### config.mk
export PLATFORM = sky130hd
export DESIGN_NAME = power_loss_ride_through
export DESIGN_NICKNAME = d
export VERILOG_FILES = /design/src/core/ride_through_pkg.sv /design/src/core/power_loss_ride_through.sv /design/src/core/sync_2ff.sv /design/src/core/ms_tick_gen.sv
export VERILOG_INCLUDE_DIRS = /design/src /design/src/core
export SDC_FILE = /design/constraint.sdc
export NUM_CORES = 1
export LEC_CHECK = 0
export ABC_CLOCK_PERIOD_IN_PS = 8800
export BUFFER_PORTS_ARGS = -buffer_cell sky130_fd_sc_hd__clkbuf_2
export CAP_MARGIN = 25
export CORE_MARGIN = 2
export CORE_UTILIZATION = 62
export CTS_CLUSTER_SIZE = 25
export DETAILED_ROUTE_END_ITERATION = 6
export HOLD_SLACK_MARGIN = 0.05
export PLACE_DENSITY_LB_ADDON = 0.15
export SLEW_MARGIN = 40
export SYNTH_ARGS = -nofsm -noshare
export SYNTH_HDL_FRONTEND = slang
export SYNTH_SLANG_ARGS = --single-unit
### constraint.sdc
create_clock -name ref_clk -period 8.8 [get_ports ref_clk]
set_input_delay 0.44 -clock ref_clk [delete_from_list [all_inputs] [get_ports ref_clk]]
set_output_delay 0.44 -clock ref_clk [all_outputs]
set_load 0.01 [all_outputs]
### src/core/ride_through_cfg.svh
// Offsets, field positions, reset values and timing counts of the ride-through block.
`ifndef RIDE_THROUGH_CFG_SVH
`define RIDE_THROUGH_CFG_SVH

// Time base: one tick per millisecond at the 25 MHz reference clock.
`define CLK_FREQ_HZ          25000000
`define TICK_PERIOD_MS       1
`define MS_CYCLES            ((`CLK_FREQ_HZ / 1000) * `TICK_PERIOD_MS)
`define MS_CNT_W             16

// Register byte offsets.
`define OFS_CTRL             8'h00
`define OFS_HOLD_TIME        8'h04
`define OFS_UV_LIMIT         8'h08
`define OFS_RELEASE_TIME     8'h0C
`define OFS_HOST_LIMIT       8'h10
`define OFS_STATUS           8'h14
`define OFS_IRQ_STATUS       8'h18
`define OFS_IRQ_MASK         8'h1C

// Control register fields.
`define CTRL_SERVO_ON_BIT    0
`define CTRL_RESTART_BIT     1
`define CTRL_MODE_LSB        4
`define CTRL_MODE_MSB        5

// Setting ranges and reset values.
`define HOLD_MIN             16'h0014
`define HOLD_MAX             16'hC350
`define HOLD_RESET           16'h0014
`define PCT_MAX              7'h64
`define UV_LIMIT_RESET       7'h32
`define REL_MAX              10'h3E8
`define REL_RESET            10'h064
`define HOST_LIMIT_RESET     7'h64

// Interrupt event bit positions.
`define IRQ_W                5
`define IRQ_DROP_BIT         0
`define IRQ_EXPIRE_BIT       1
`define IRQ_RESTORE_BIT      2
`define IRQ_UV_SET_BIT       3
`define IRQ_UV_CLR_BIT       4

`endif

### src/core/ride_through_pkg.sv
// Types shared by the ride-through block.
package ride_through_pkg;

  // Supply sequencing states.
  typedef enum logic [1:0] {
    ST_RUN       = 2'b00,
    ST_HOLD      = 2'b01,
    ST_OFF       = 2'b10,
    ST_CTRL_LOST = 2'b11
  } supply_state_t;

  // Undervoltage torque-limit modes.
  typedef enum logic [1:0] {
    MODE_OFF      = 2'b00,
    MODE_HOST     = 2'b01,
    MODE_INTERNAL = 2'b10,
    MODE_RSVD     = 2'b11
  } uv_mode_t;

endpackage

### src/core/power_loss_ride_through.sv
// Main-supply interruption ride-through and undervoltage torque limiting.
//
// Function
// - Keep motor running through dropouts below hold time.
// - De-energise motor once dropout exceeds hold time.
// - Re-energise motor when main supply returns.
// - Drop servo-ready after hold time expires.
// - Control supply loss forces ordinary power-off.
// - Warn and limit current on low DC bus.
// - Mode selects off, host limit, internal limit.
// - Internal mode clamps torque to programmed percent.
// - Internal limit released after programmed release time.
// - Servo-off command cuts motor current at once.
//
// Decided for this implementation: the AHB-Lite interface to the registers and the register offsets.
`timescale 1ns/100ps
`default_nettype none
`include "ride_through_cfg.svh"
module power_loss_ride_through #(
  parameter int unsigned CYCLES_PER_MS = `MS_CYCLES
) (
  input  wire logic        ref_clk,
  input  wire logic        srst,
  // AHB-Lite slave.
  input  wire logic        hsel,
  input  wire logic [31:0] haddr,
  input  wire logic [1:0]  htrans,
  input  wire logic        hwrite,
  input  wire logic [2:0]  hsize,
  input  wire logic [31:0] hwdata,
  input  wire logic        hready,
  output var  logic        hreadyout,
  output var  logic        hresp,
  output var  logic [31:0] hrdata,
  // Supply monitors from the power stage, asynchronous.
  input  wire logic        main_supply_ok,
  input  wire logic        control_supply_ok,
  input  wire logic        dc_bus_low,
  // Drive outputs.
  output var  logic        motor_energise,
  output var  logic        servo_ready,
  output var  logic        undervoltage_warning,
  output var  logic [6:0]  torque_limit_pct,
  output var  logic        irq
);

  logic                          main_ok_s;              // Synchronised main supply good.
  logic                          ctrl_ok_s;              // Synchronised control supply good.
  logic                          dc_low_s;               // Synchronised DC bus low.
  ride_through_pkg::supply_state_t state_reg;            // Supply sequencing state.
  ride_through_pkg::supply_state_t state_next;           // Next sequencing state.
  ride_through_pkg::uv_mode_t    mode_active_reg;        // Mode in force since restart.
  logic [1:0]                    torque_limit_mode_select; // Mode written, pending restart.
  logic                          servo_on_reg;           // Host servo-on; clearing it is servo-off.
  logic                          restart_reg;            // One-cycle soft restart pulse.
  logic [15:0]                   power_cut_hold_time;    // Hold time in ms.
  logic [6:0]                    undervoltage_torque_limit; // Internal clamp in percent.
  logic [9:0]                    torque_limit_release_time; // Release time in ms.
  logic [6:0]                    host_limit_reg;         // Torque limit set by the host.
  logic [15:0]                   hold_ms_reg;            // Milliseconds spent in hold.
  logic [9:0]                    rel_ms_reg;             // Milliseconds spent releasing.
  logic                          rel_active_reg;         // Internal limit still releasing.
  logic                          hold_tick;              // Millisecond tick during hold.
  logic                          rel_tick;               // Millisecond tick during release.
  logic                          hold_done;              // Hold time has run out.
  logic                          rel_done;               // Release time has run out.
  logic                          uv_warn_next;           // Next undervoltage warning.
  logic                          limiting;               // Internal clamp in force.
  logic [6:0]                    limit_next;             // Next torque limit.
  logic [`IRQ_W-1:0]             irq_status_reg;         // Sticky event bits.
  logic [`IRQ_W-1:0]             irq_mask_reg;           // Interrupt enables.
  logic [`IRQ_W-1:0]             events;                 // Events seen this cycle.
  logic                          wr_pend_reg;            // Write data phase in progress.
  logic [7:0]                    wr_addr_reg;            // Offset of the pending write.
  logic                          rd_pend_reg;            // Read data phase awaiting data.
  logic [7:0]                    rd_addr_reg;            // Offset of the pending read.
  logic                          accept;                 // Address phase taken this edge.

  // Pins cross into the clock domain through two flops.
  sync_2ff #(
    .WIDTH (3)
  ) u_pin_sync (
    .ref_clk  (ref_clk),
    .srst     (srst),
    .async_in ({main_supply_ok, control_supply_ok, dc_bus_low}),
    .sync_out ({main_ok_s, ctrl_ok_s, dc_low_s})
  );

  // Hold timer tick restarts its phase on every entry into hold.
  ms_tick_gen #(
    .CYCLES (CYCLES_PER_MS)
  ) u_hold_tick (
    .ref_clk (ref_clk),
    .srst    (srst),
    .clear   (state_reg != ride_through_pkg::ST_HOLD),
    .tick    (hold_tick)
  );

  // Release timer tick restarts its phase when a release begins.
  ms_tick_gen #(
    .CYCLES (CYCLES_PER_MS)
  ) u_rel_tick (
    .ref_clk (ref_clk),
    .srst    (srst),
    .clear   (!rel_active_reg),
    .tick    (rel_tick)
  );

  // Current settings are compared live, so new values act at once.
  assign hold_done = hold_tick && ((hold_ms_reg + 16'h0001) >= power_cut_hold_time);
  assign rel_done  = rel_tick && ((rel_ms_reg + 10'h001) >= torque_limit_release_time);

  // Supply sequencing.
  always_comb begin
    state_next = state_reg;
    if (!ctrl_ok_s) begin
      state_next = ride_through_pkg::ST_CTRL_LOST;
    end else if (restart_reg) begin
      state_next = ride_through_pkg::ST_OFF;
    end else begin
      case (state_reg)
        ride_through_pkg::ST_RUN: begin
          if (!main_ok_s) begin
            state_next = ride_through_pkg::ST_HOLD;
          end
        end
        ride_through_pkg::ST_HOLD: begin
          if (main_ok_s) begin
            state_next = ride_through_pkg::ST_RUN;
          end else if (hold_done) begin
            state_next = ride_through_pkg::ST_OFF;
          end
        end
        ride_through_pkg::ST_OFF: begin
          if (main_ok_s) begin
            state_next = ride_through_pkg::ST_RUN;
          end
        end
        ride_through_pkg::ST_CTRL_LOST: begin
          state_next = ride_through_pkg::ST_OFF;
        end
        default: begin
          state_next = ride_through_pkg::ST_OFF;
        end
      endcase
    end
  end

  // The state register; restart leaves the motor off until supply is seen.
  always_ff @(posedge ref_clk) begin
    if (srst) begin
      state_reg <= ride_through_pkg::ST_OFF;
    end else begin
      state_reg <= state_next;
    end
  end

  // Milliseconds spent in hold; cleared whenever hold is left.
  always_ff @(posedge ref_clk) begin
    if (srst || state_reg != ride_through_pkg::ST_HOLD) begin
      hold_ms_reg <= 16'h0000;
    end else if (hold_tick) begin
      hold_ms_reg <= hold_ms_reg + 16'h0001;
    end
  end

  // Motor power and servo-ready follow the next state so they switch with it.
  always_ff @(posedge ref_clk) begin
    if (srst) begin
      motor_energise <= 1'b0;
      servo_ready    <= 1'b0;
    end else begin
      // Servo-off drops current immediately, even inside a hold.
      motor_energise <= servo_on_reg && !restart_reg &&
                        (state_next == ride_through_pkg::ST_RUN ||
                         state_next == ride_through_pkg::ST_HOLD);
      servo_ready    <= (state_next == ride_through_pkg::ST_RUN ||
                         state_next == ride_through_pkg::ST_HOLD);
    end
  end

  // Warning exists only while a detecting mode is in force.
  assign uv_warn_next = (mode_active_reg == ride_through_pkg::MODE_HOST ||
                         mode_active_reg == ride_through_pkg::MODE_INTERNAL) &&
                        dc_low_s && !restart_reg;

  // Undervoltage warning output; the host acts on it in host mode.
  always_ff @(posedge ref_clk) begin
    if (srst) begin
      undervoltage_warning <= 1'b0;
    end else begin
      undervoltage_warning <= uv_warn_next;
    end
  end

  // Release phase after the warning clears in internal mode.
  always_ff @(posedge ref_clk) begin
    if (srst || restart_reg) begin
      rel_active_reg <= 1'b0;
      rel_ms_reg     <= 10'h000;
    end else if (uv_warn_next || rel_done || torque_limit_release_time == 10'h000) begin
      rel_active_reg <= 1'b0;
      rel_ms_reg     <= 10'h000;
    end else if (undervoltage_warning &&
                 mode_active_reg == ride_through_pkg::MODE_INTERNAL) begin
      rel_active_reg <= 1'b1;
      rel_ms_reg     <= 10'h000;
    end else if (rel_active_reg && rel_tick) begin
      rel_ms_reg <= rel_ms_reg + 10'h001;
    end
  end

  // Clamp is the lower of host limit and internal limit while it applies.
  assign limiting   = (mode_active_reg == ride_through_pkg::MODE_INTERNAL) &&
                      (undervoltage_warning || rel_active_reg);
  assign limit_next = (limiting && undervoltage_torque_limit < host_limit_reg) ?
                      undervoltage_torque_limit : host_limit_reg;

  // Torque limit output to the current loop.
  always_ff @(posedge ref_clk) begin
    if (srst) begin
      torque_limit_pct <= `HOST_LIMIT_RESET;
    end else begin
      torque_limit_pct <= limit_next;
    end
  end

  // Active mode is taken from the pending select only at restart.
  always_ff @(posedge ref_clk) begin
    if (srst) begin
      mode_active_reg <= ride_through_pkg::MODE_OFF;
    end else if (restart_reg) begin
      mode_active_reg <= (torque_limit_mode_select == 2'h3) ?
                         ride_through_pkg::MODE_OFF :
                         ride_through_pkg::uv_mode_t'(torque_limit_mode_select);
    end
  end

  // Events for the interrupt logic.
  always_comb begin
    events = '0;
    events[`IRQ_DROP_BIT]    = state_reg == ride_through_pkg::ST_RUN &&
                               state_next == ride_through_pkg::ST_HOLD;
    events[`IRQ_EXPIRE_BIT]  = state_reg == ride_through_pkg::ST_HOLD &&
                               state_next == ride_through_pkg::ST_OFF;
    events[`IRQ_RESTORE_BIT] = state_reg != ride_through_pkg::ST_RUN &&
                               state_next == ride_through_pkg::ST_RUN;
    events[`IRQ_UV_SET_BIT]  = uv_warn_next && !undervoltage_warning;
    events[`IRQ_UV_CLR_BIT]  = !uv_warn_next && undervoltage_warning;
  end

  // Sticky status: a new event wins over a write-one clear.
  always_ff @(posedge ref_clk) begin
    if (srst) begin
      irq_status_reg <= '0;
    end else if (wr_pend_reg && wr_addr_reg == `OFS_IRQ_STATUS) begin
      irq_status_reg <= (irq_status_reg & ~hwdata[`IRQ_W-1:0]) | events;
    end else begin
      irq_status_reg <= irq_status_reg | events;
    end
  end

  // Interrupt line is high while any enabled status bit is set.
  always_ff @(posedge ref_clk) begin
    if (srst) begin
      irq <= 1'b0;
    end else begin
      irq <= |(irq_status_reg & irq_mask_reg);
    end
  end

  // Address phase is taken for any NONSEQ or SEQ transfer while the bus is ready.
  assign accept = hsel && htrans[1] && hready;

  // Bus phase tracking; reads take one wait state so data reflect prior writes.
  always_ff @(posedge ref_clk) begin
    if (srst) begin
      wr_pend_reg <= 1'b0;
      wr_addr_reg <= 8'h00;
      rd_pend_reg <= 1'b0;
      rd_addr_reg <= 8'h00;
      hreadyout   <= 1'b1;
      hresp       <= 1'b0;
      hrdata      <= 32'h0000_0000;
    end else begin
      hresp       <= 1'b0;
      wr_pend_reg <= accept && hwrite;
      rd_pend_reg <= accept && !hwrite;
      if (accept) begin
        wr_addr_reg <= {haddr[7:2], 2'b00};
        rd_addr_reg <= {haddr[7:2], 2'b00};
      end
      hreadyout <= !(accept && !hwrite);
      if (rd_pend_reg) begin
        hrdata <= read_mux(rd_addr_reg);
      end
    end
  end

  // Read data; unmapped offsets read as zero.
  function automatic logic [31:0] read_mux(input logic [7:0] ofs);
    logic [31:0] v;
    v = 32'h0000_0000;
    case (ofs)
      `OFS_CTRL:         v = {26'h0, torque_limit_mode_select, 3'h0, servo_on_reg};
      `OFS_HOLD_TIME:    v = {16'h0000, power_cut_hold_time};
      `OFS_UV_LIMIT:     v = {25'h0, undervoltage_torque_limit};
      `OFS_RELEASE_TIME: v = {22'h0, torque_limit_release_time};
      `OFS_HOST_LIMIT:   v = {25'h0, host_limit_reg};
      `OFS_STATUS:       v = {16'h0, 1'b0, torque_limit_pct, mode_active_reg, state_reg,
                              limiting, undervoltage_warning, servo_ready, motor_energise};
      `OFS_IRQ_STATUS:   v = {27'h0, irq_status_reg};
      `OFS_IRQ_MASK:     v = {27'h0, irq_mask_reg};
      default:           v = 32'h0000_0000;
    endcase
    return v;
  endfunction

  // Register writes, committed in the data phase; out-of-range values saturate.
  always_ff @(posedge ref_clk) begin
    if (srst) begin
      servo_on_reg              <= 1'b0;
      restart_reg               <= 1'b0;
      torque_limit_mode_select  <= 2'h0;
      power_cut_hold_time       <= `HOLD_RESET;
      undervoltage_torque_limit <= `UV_LIMIT_RESET;
      torque_limit_release_time <= `REL_RESET;
      host_limit_reg            <= `HOST_LIMIT_RESET;
      irq_mask_reg              <= '0;
    end else begin
      restart_reg <= 1'b0;
      if (wr_pend_reg) begin
        case (wr_addr_reg)
          `OFS_CTRL: begin
            servo_on_reg             <= hwdata[`CTRL_SERVO_ON_BIT];
            restart_reg              <= hwdata[`CTRL_RESTART_BIT];
            torque_limit_mode_select <= hwdata[`CTRL_MODE_MSB:`CTRL_MODE_LSB];
          end
          `OFS_HOLD_TIME: begin
            power_cut_hold_time <= (hwdata[31:16] != 16'h0 || hwdata[15:0] > `HOLD_MAX) ?
                                   `HOLD_MAX : (hwdata[15:0] < `HOLD_MIN) ?
                                   `HOLD_MIN : hwdata[15:0];
          end
          `OFS_UV_LIMIT: begin
            undervoltage_torque_limit <= (hwdata[31:7] != 25'h0) ? `PCT_MAX :
                                         (hwdata[6:0] > `PCT_MAX) ? `PCT_MAX : hwdata[6:0];
          end
          `OFS_RELEASE_TIME: begin
            torque_limit_release_time <= (hwdata[31:10] != 22'h0) ? `REL_MAX :
                                         (hwdata[9:0] > `REL_MAX) ? `REL_MAX : hwdata[9:0];
          end
          `OFS_HOST_LIMIT: begin
            host_limit_reg <= (hwdata[31:7] != 25'h0) ? `PCT_MAX :
                              (hwdata[6:0] > `PCT_MAX) ? `PCT_MAX : hwdata[6:0];
          end
          `OFS_IRQ_MASK: begin
            irq_mask_reg <= hwdata[`IRQ_W-1:0];
          end
          default: begin
            irq_mask_reg <= irq_mask_reg;
          end
        endcase
      end
    end
  end

endmodule // power_loss_ride_through
`default_nettype wire

### src/core/sync_2ff.sv
// Two-flop synchroniser for a group of asynchronous pin inputs.
`timescale 1ns/100ps
`default_nettype none
module sync_2ff #(
  parameter int unsigned WIDTH = 1
) (
  input  wire logic             ref_clk,
  input  wire logic             srst,
  input  wire logic [WIDTH-1:0] async_in,
  output var  logic [WIDTH-1:0] sync_out
);

  logic [WIDTH-1:0] meta_reg;  // First stage, read only by the second stage.

  // Two back-to-back flops give metastability time to settle.
  always_ff @(posedge ref_clk) begin
    if (srst) begin
      meta_reg <= '0;
      sync_out <= '0;
    end else begin
      meta_reg <= async_in;
      sync_out <= meta_reg;
    end
  end

endmodule // sync_2ff
`default_nettype wire

### src/core/ms_tick_gen.sv
// Millisecond tick generator with a phase clear.
`timescale 1ns/100ps
`default_nettype none
`include "ride_through_cfg.svh"
module ms_tick_gen #(
  parameter int unsigned CYCLES = `MS_CYCLES
) (
  input  wire logic ref_clk,
  input  wire logic srst,
  input  wire logic clear,
  output var  logic tick
);

  logic [`MS_CNT_W-1:0] cnt_reg;  // Cycles elapsed in the current millisecond.

  // Counts clock cycles; the clear restarts the phase so the first tick
  // comes exactly one millisecond after the clear is released.
  always_ff @(posedge ref_clk) begin
    if (srst || clear) begin
      cnt_reg <= '0;
      tick    <= 1'b0;
    end else if (cnt_reg == `MS_CNT_W'(CYCLES - 1)) begin
      cnt_reg <= '0;
      tick    <= 1'b1;
    end else begin
      cnt_reg <= cnt_reg + `MS_CNT_W'(1);
      tick    <= 1'b0;
    end
  end

endmodule // ms_tick_gen
`default_nettype wire

==> results by group <==
Floorplan
  • Chip Height: 117.5 um
  • Initial Utilization: 0.6325
  • I/O Pins: 122
  • Site Rows: 41
  • Die area: 13800 um^2
  • Die width: 117.5 um
  • Core area: 12620 um^2

Critical path
  • WP data required: 9.14 ns
  • Crit path launch type: flip-flop
  • Worst-path cell chain: ha_1 -> nand3_1 -> nor4_1 -> and3_1 -> nand3_1 -> xnor2_1 -> ha_1 -> nand4_1 -> nor3_1 -> nor4_1 -> o21a_1 -> or2_2 -> and3_1
  • Slowest cell on crit path: nor4_1
  • Critical path arrival: 4.08 ns
  • CP max stage delay: 0.54 ns
  • CP Max Fanout: 6
  • CP endpoint kind: flip-flop
  • Critical setup path kind: reg -> reg

Power and ir drop
  • Switch share: 0.2354
  • Seq pwr share: 0.479
  • Combinational power share: 0.035
  • Clock Power Share: 0.486
  • Switch Pwr: 0.0003617 W
  • Worst ir drop on vdd: 0.1571 mV
  • Leakage: 3.583 nW
  • Power density over the cells: 170.7 nW/um^2
  • Power Internal: 0.001175 W

Clock network
  • Setup Buffers After CTS: 0
  • Root Buffer: clkbuf_16
  • Clock Path Buffers: 2
  • CTS resizes: 0
  • TritonCTS buffer count: 17
  • Clk Latency, worst-skew pair: 0.44 ns
  • Post-CTS Hold Buffers: 0
  • Clk sinks: 161
  • CTS tree: done
  • H-tree depth: 4
  • Reg clk slew, reported paths: 0.07 ns

Route
  • DR iter-0 viols: 708
  • Number of vias per cell: 5.868
  • Wire length per cell: 16.07 um
  • Drt total wl: 18.75 mm
  • Drc violations: 0
  • Pre-antenna DRT Iters: 5
  • Number of antenna-violating nets in the routed design: 0
  • Vias: 6848

Synth
  • Syn Area/Cell: 8.638 um^2
  • Register area share after synthesis: 0.4038
  • FF+latch count, synth: 161
  • Post-synth ARST share: 0
  • Top FF cell, synth: dfxtp_1
  • Post-synth EDFFs: 0
  • Post-synthesis cell area: 7981 um^2
  • Synthesis warning total: 0
  • Synth Instances: 924
  • Post-synth cell types: 64

Finish
  • P&R area growth vs syn: 12.79%
  • Register area: 3224 um^2
  • Final #Nets: 1096
  • Fillers: 1060
  • Cell area after layout: 9002 um^2
  • Most frequent cells in the layout: 160 x dfxtp_1, 121 x nor2_1, 83 x nand2_1
  • Area of the multi-input gates: 4410 um^2
  • Most common cell after layout, fill and taps aside: dfxtp_1
  • Share of layout cells above drive strength 1: 0.1367
  • Antenna diode count: 0

Timing
  • RSZ-0062 raised after global routing: no
  • Fin. Hold Viols: 0
  • Setup Viol. Count Final: 0
  • Least-Margin Pin Slew: 0.7803 ns
  • Final Critical Period: 3.743 ns
  • Max-slew headroom: 0.4781
  • Fin. max-slew vios: 0
  • Fmax: 267.1 MHz
  • Setup TNS: 0 ns
  • Period utilisation layout: 0.4254
  • Setup Skew: 0.008468 ns

Placement
  • Placed Area: 8398 um^2
  • DP HPWL: 13.18 mm
  • PortBufs: 74
  • GPL Wtd Cong: 0.8828

Global route
  • Grt ovf: 0
  • Largest net degree at the start of global routing: 43
  • Total track usage: 0.2816
  • Initial antenna violation count: 0
  • Vias in the first global route: 6356
  • First-pass GRT wire length: 31.57 mm

Flow run
  • Max Cap Viol: 0

Hold path
  • Hold Crit Class: in -> reg

Outcome
  • Outcome: completed
## path summary, 6_finish.rpt
check,start,end,slack [ns],cells after the start
setup reg to reg,hold_ms_reg[0],motor_energise,5.06,13
hold reg to reg,u_hold_tick.cnt_reg[0],u_hold_tick.cnt_reg[0],0.44,1
hold / removal,hwrite,rd_pend_reg,0.19,2
setup / recovery,hold_ms_reg[0],motor_energise,5.06,13
## per-stage QoR
stage	util	hold slack, ns	worst slack [ns]	instances	total power, W
2_1_floorplan	-	0.4130	5.578	940	0.0007880
3_3_place_gp	0.6645	0.4245	5.129	1135	0.0008038
3_5_place_dp	0.6655	0.4290	5.091	1135	0.0008044
4_1_cts	0.7129	0.1788	5.077	1167	0.001543
5_1_grt	0.7134	0.2057	4.787	1167	0.001580
6_report	0.7134	0.1894	5.057	1167	0.001537
## area by class of cell
| cell class | instances | share of cell area |
|---|---|---|
| multi-input combinational | 683 | 0.4899 |
| sequential | 161 | 0.3582 |
| clock buffer | 17 | 0.04726 |
| timing repair buffer | 78 | 0.04448 |
| tap | 172 | 0.02391 |
| clock inverter | 15 | 0.01918 |
| inverter | 41 | 0.01710 |
## critical path: cells and delay by family, from the launching register on
| kind | cells | cell delay (ns) |
|---|---|---|
| xor gates and xnor gates | 1 | 0.15 |
| and+or+nand+nor | 9 | 2.33 |
| AOI/OAI and AO/OA | 1 | 0.15 |
| adders and majority gates | 2 | 0.56 |
| DFF | 1 | 0.43 |
## synthesized netlist by cell type (5+ instances only)
cell type	number	area share
nand2b_1	6	0.0047
a21oi_1	38	0.024
nor2b_1	11	0.0086
nand2_1	83	0.039
buf_4	17	0.016
a222oi_1	7	0.0088
mux2_2	5	0.0071
nor4_1	13	0.010
o211ai_1	7	0.0066
a211oi_1	5	0.0047
inv_1	41	0.019
and4_1	5	0.0055
a22o_1	9	0.0099
nand4_1	17	0.013
buf_1	5	0.0024
xnor2_1	26	0.029
dfxtp_1	161	0.40
clkbuf_1	32	0.015
o221a_2	6	0.0085
o21ai_0	21	0.013
or4_1	5	0.0047
nor3_1	28	0.018
xor2_1	45	0.049
and2_1	8	0.0063
a2bb2oi_1	7	0.0077
or3_1	10	0.0078
ha_1	37	0.058
a21o_1	9	0.0085
nand3_1	34	0.021
nor2_1	121	0.057
a22oi_1	19	0.018
mux2i_1	27	0.034
and3_1	14	0.011
## logic make-up (layout without fill, tap and decap cells)
family | Yosys count | in the layout | synth area share
buf+inv | 96 | 151 | 0.05330
simple gates | 371 | 371 | 0.2262
compound gates | 154 | 154 | 0.1365
fa+ha+maj | 37 | 37 | 0.05800
other cells | 1 | 17 | 0.0004698
flops | 161 | 161 | 0.4038
mux | 33 | 33 | 0.04374
xor+xnor | 71 | 71 | 0.07791
## power by group through the flow
stage / sequential, W / clock (W) / combinational [W]
after floorplan: 0.000750 / 0 / 0.0000377
after global placement: 0.000753 / 0 / 0.0000512
after detailed placement: 0.000753 / 0 / 0.0000516
after CTS: 0.000736 / 0.000754 / 0.0000522
after global routing: 0.000737 / 0.000786 / 0.0000578
final: 0.000737 / 0.000747 / 0.0000532
## metal layers
metal	share of wire	wire length, um	GRT usage
met5	0	0	0
met4	0.025	475	0.1212
met3	0.075	1405	0.06928
met2	0.45	8499	0.4379
met1	0.45	8371	0.3743
No activity file was read; power rests on OpenSTA's default activity.
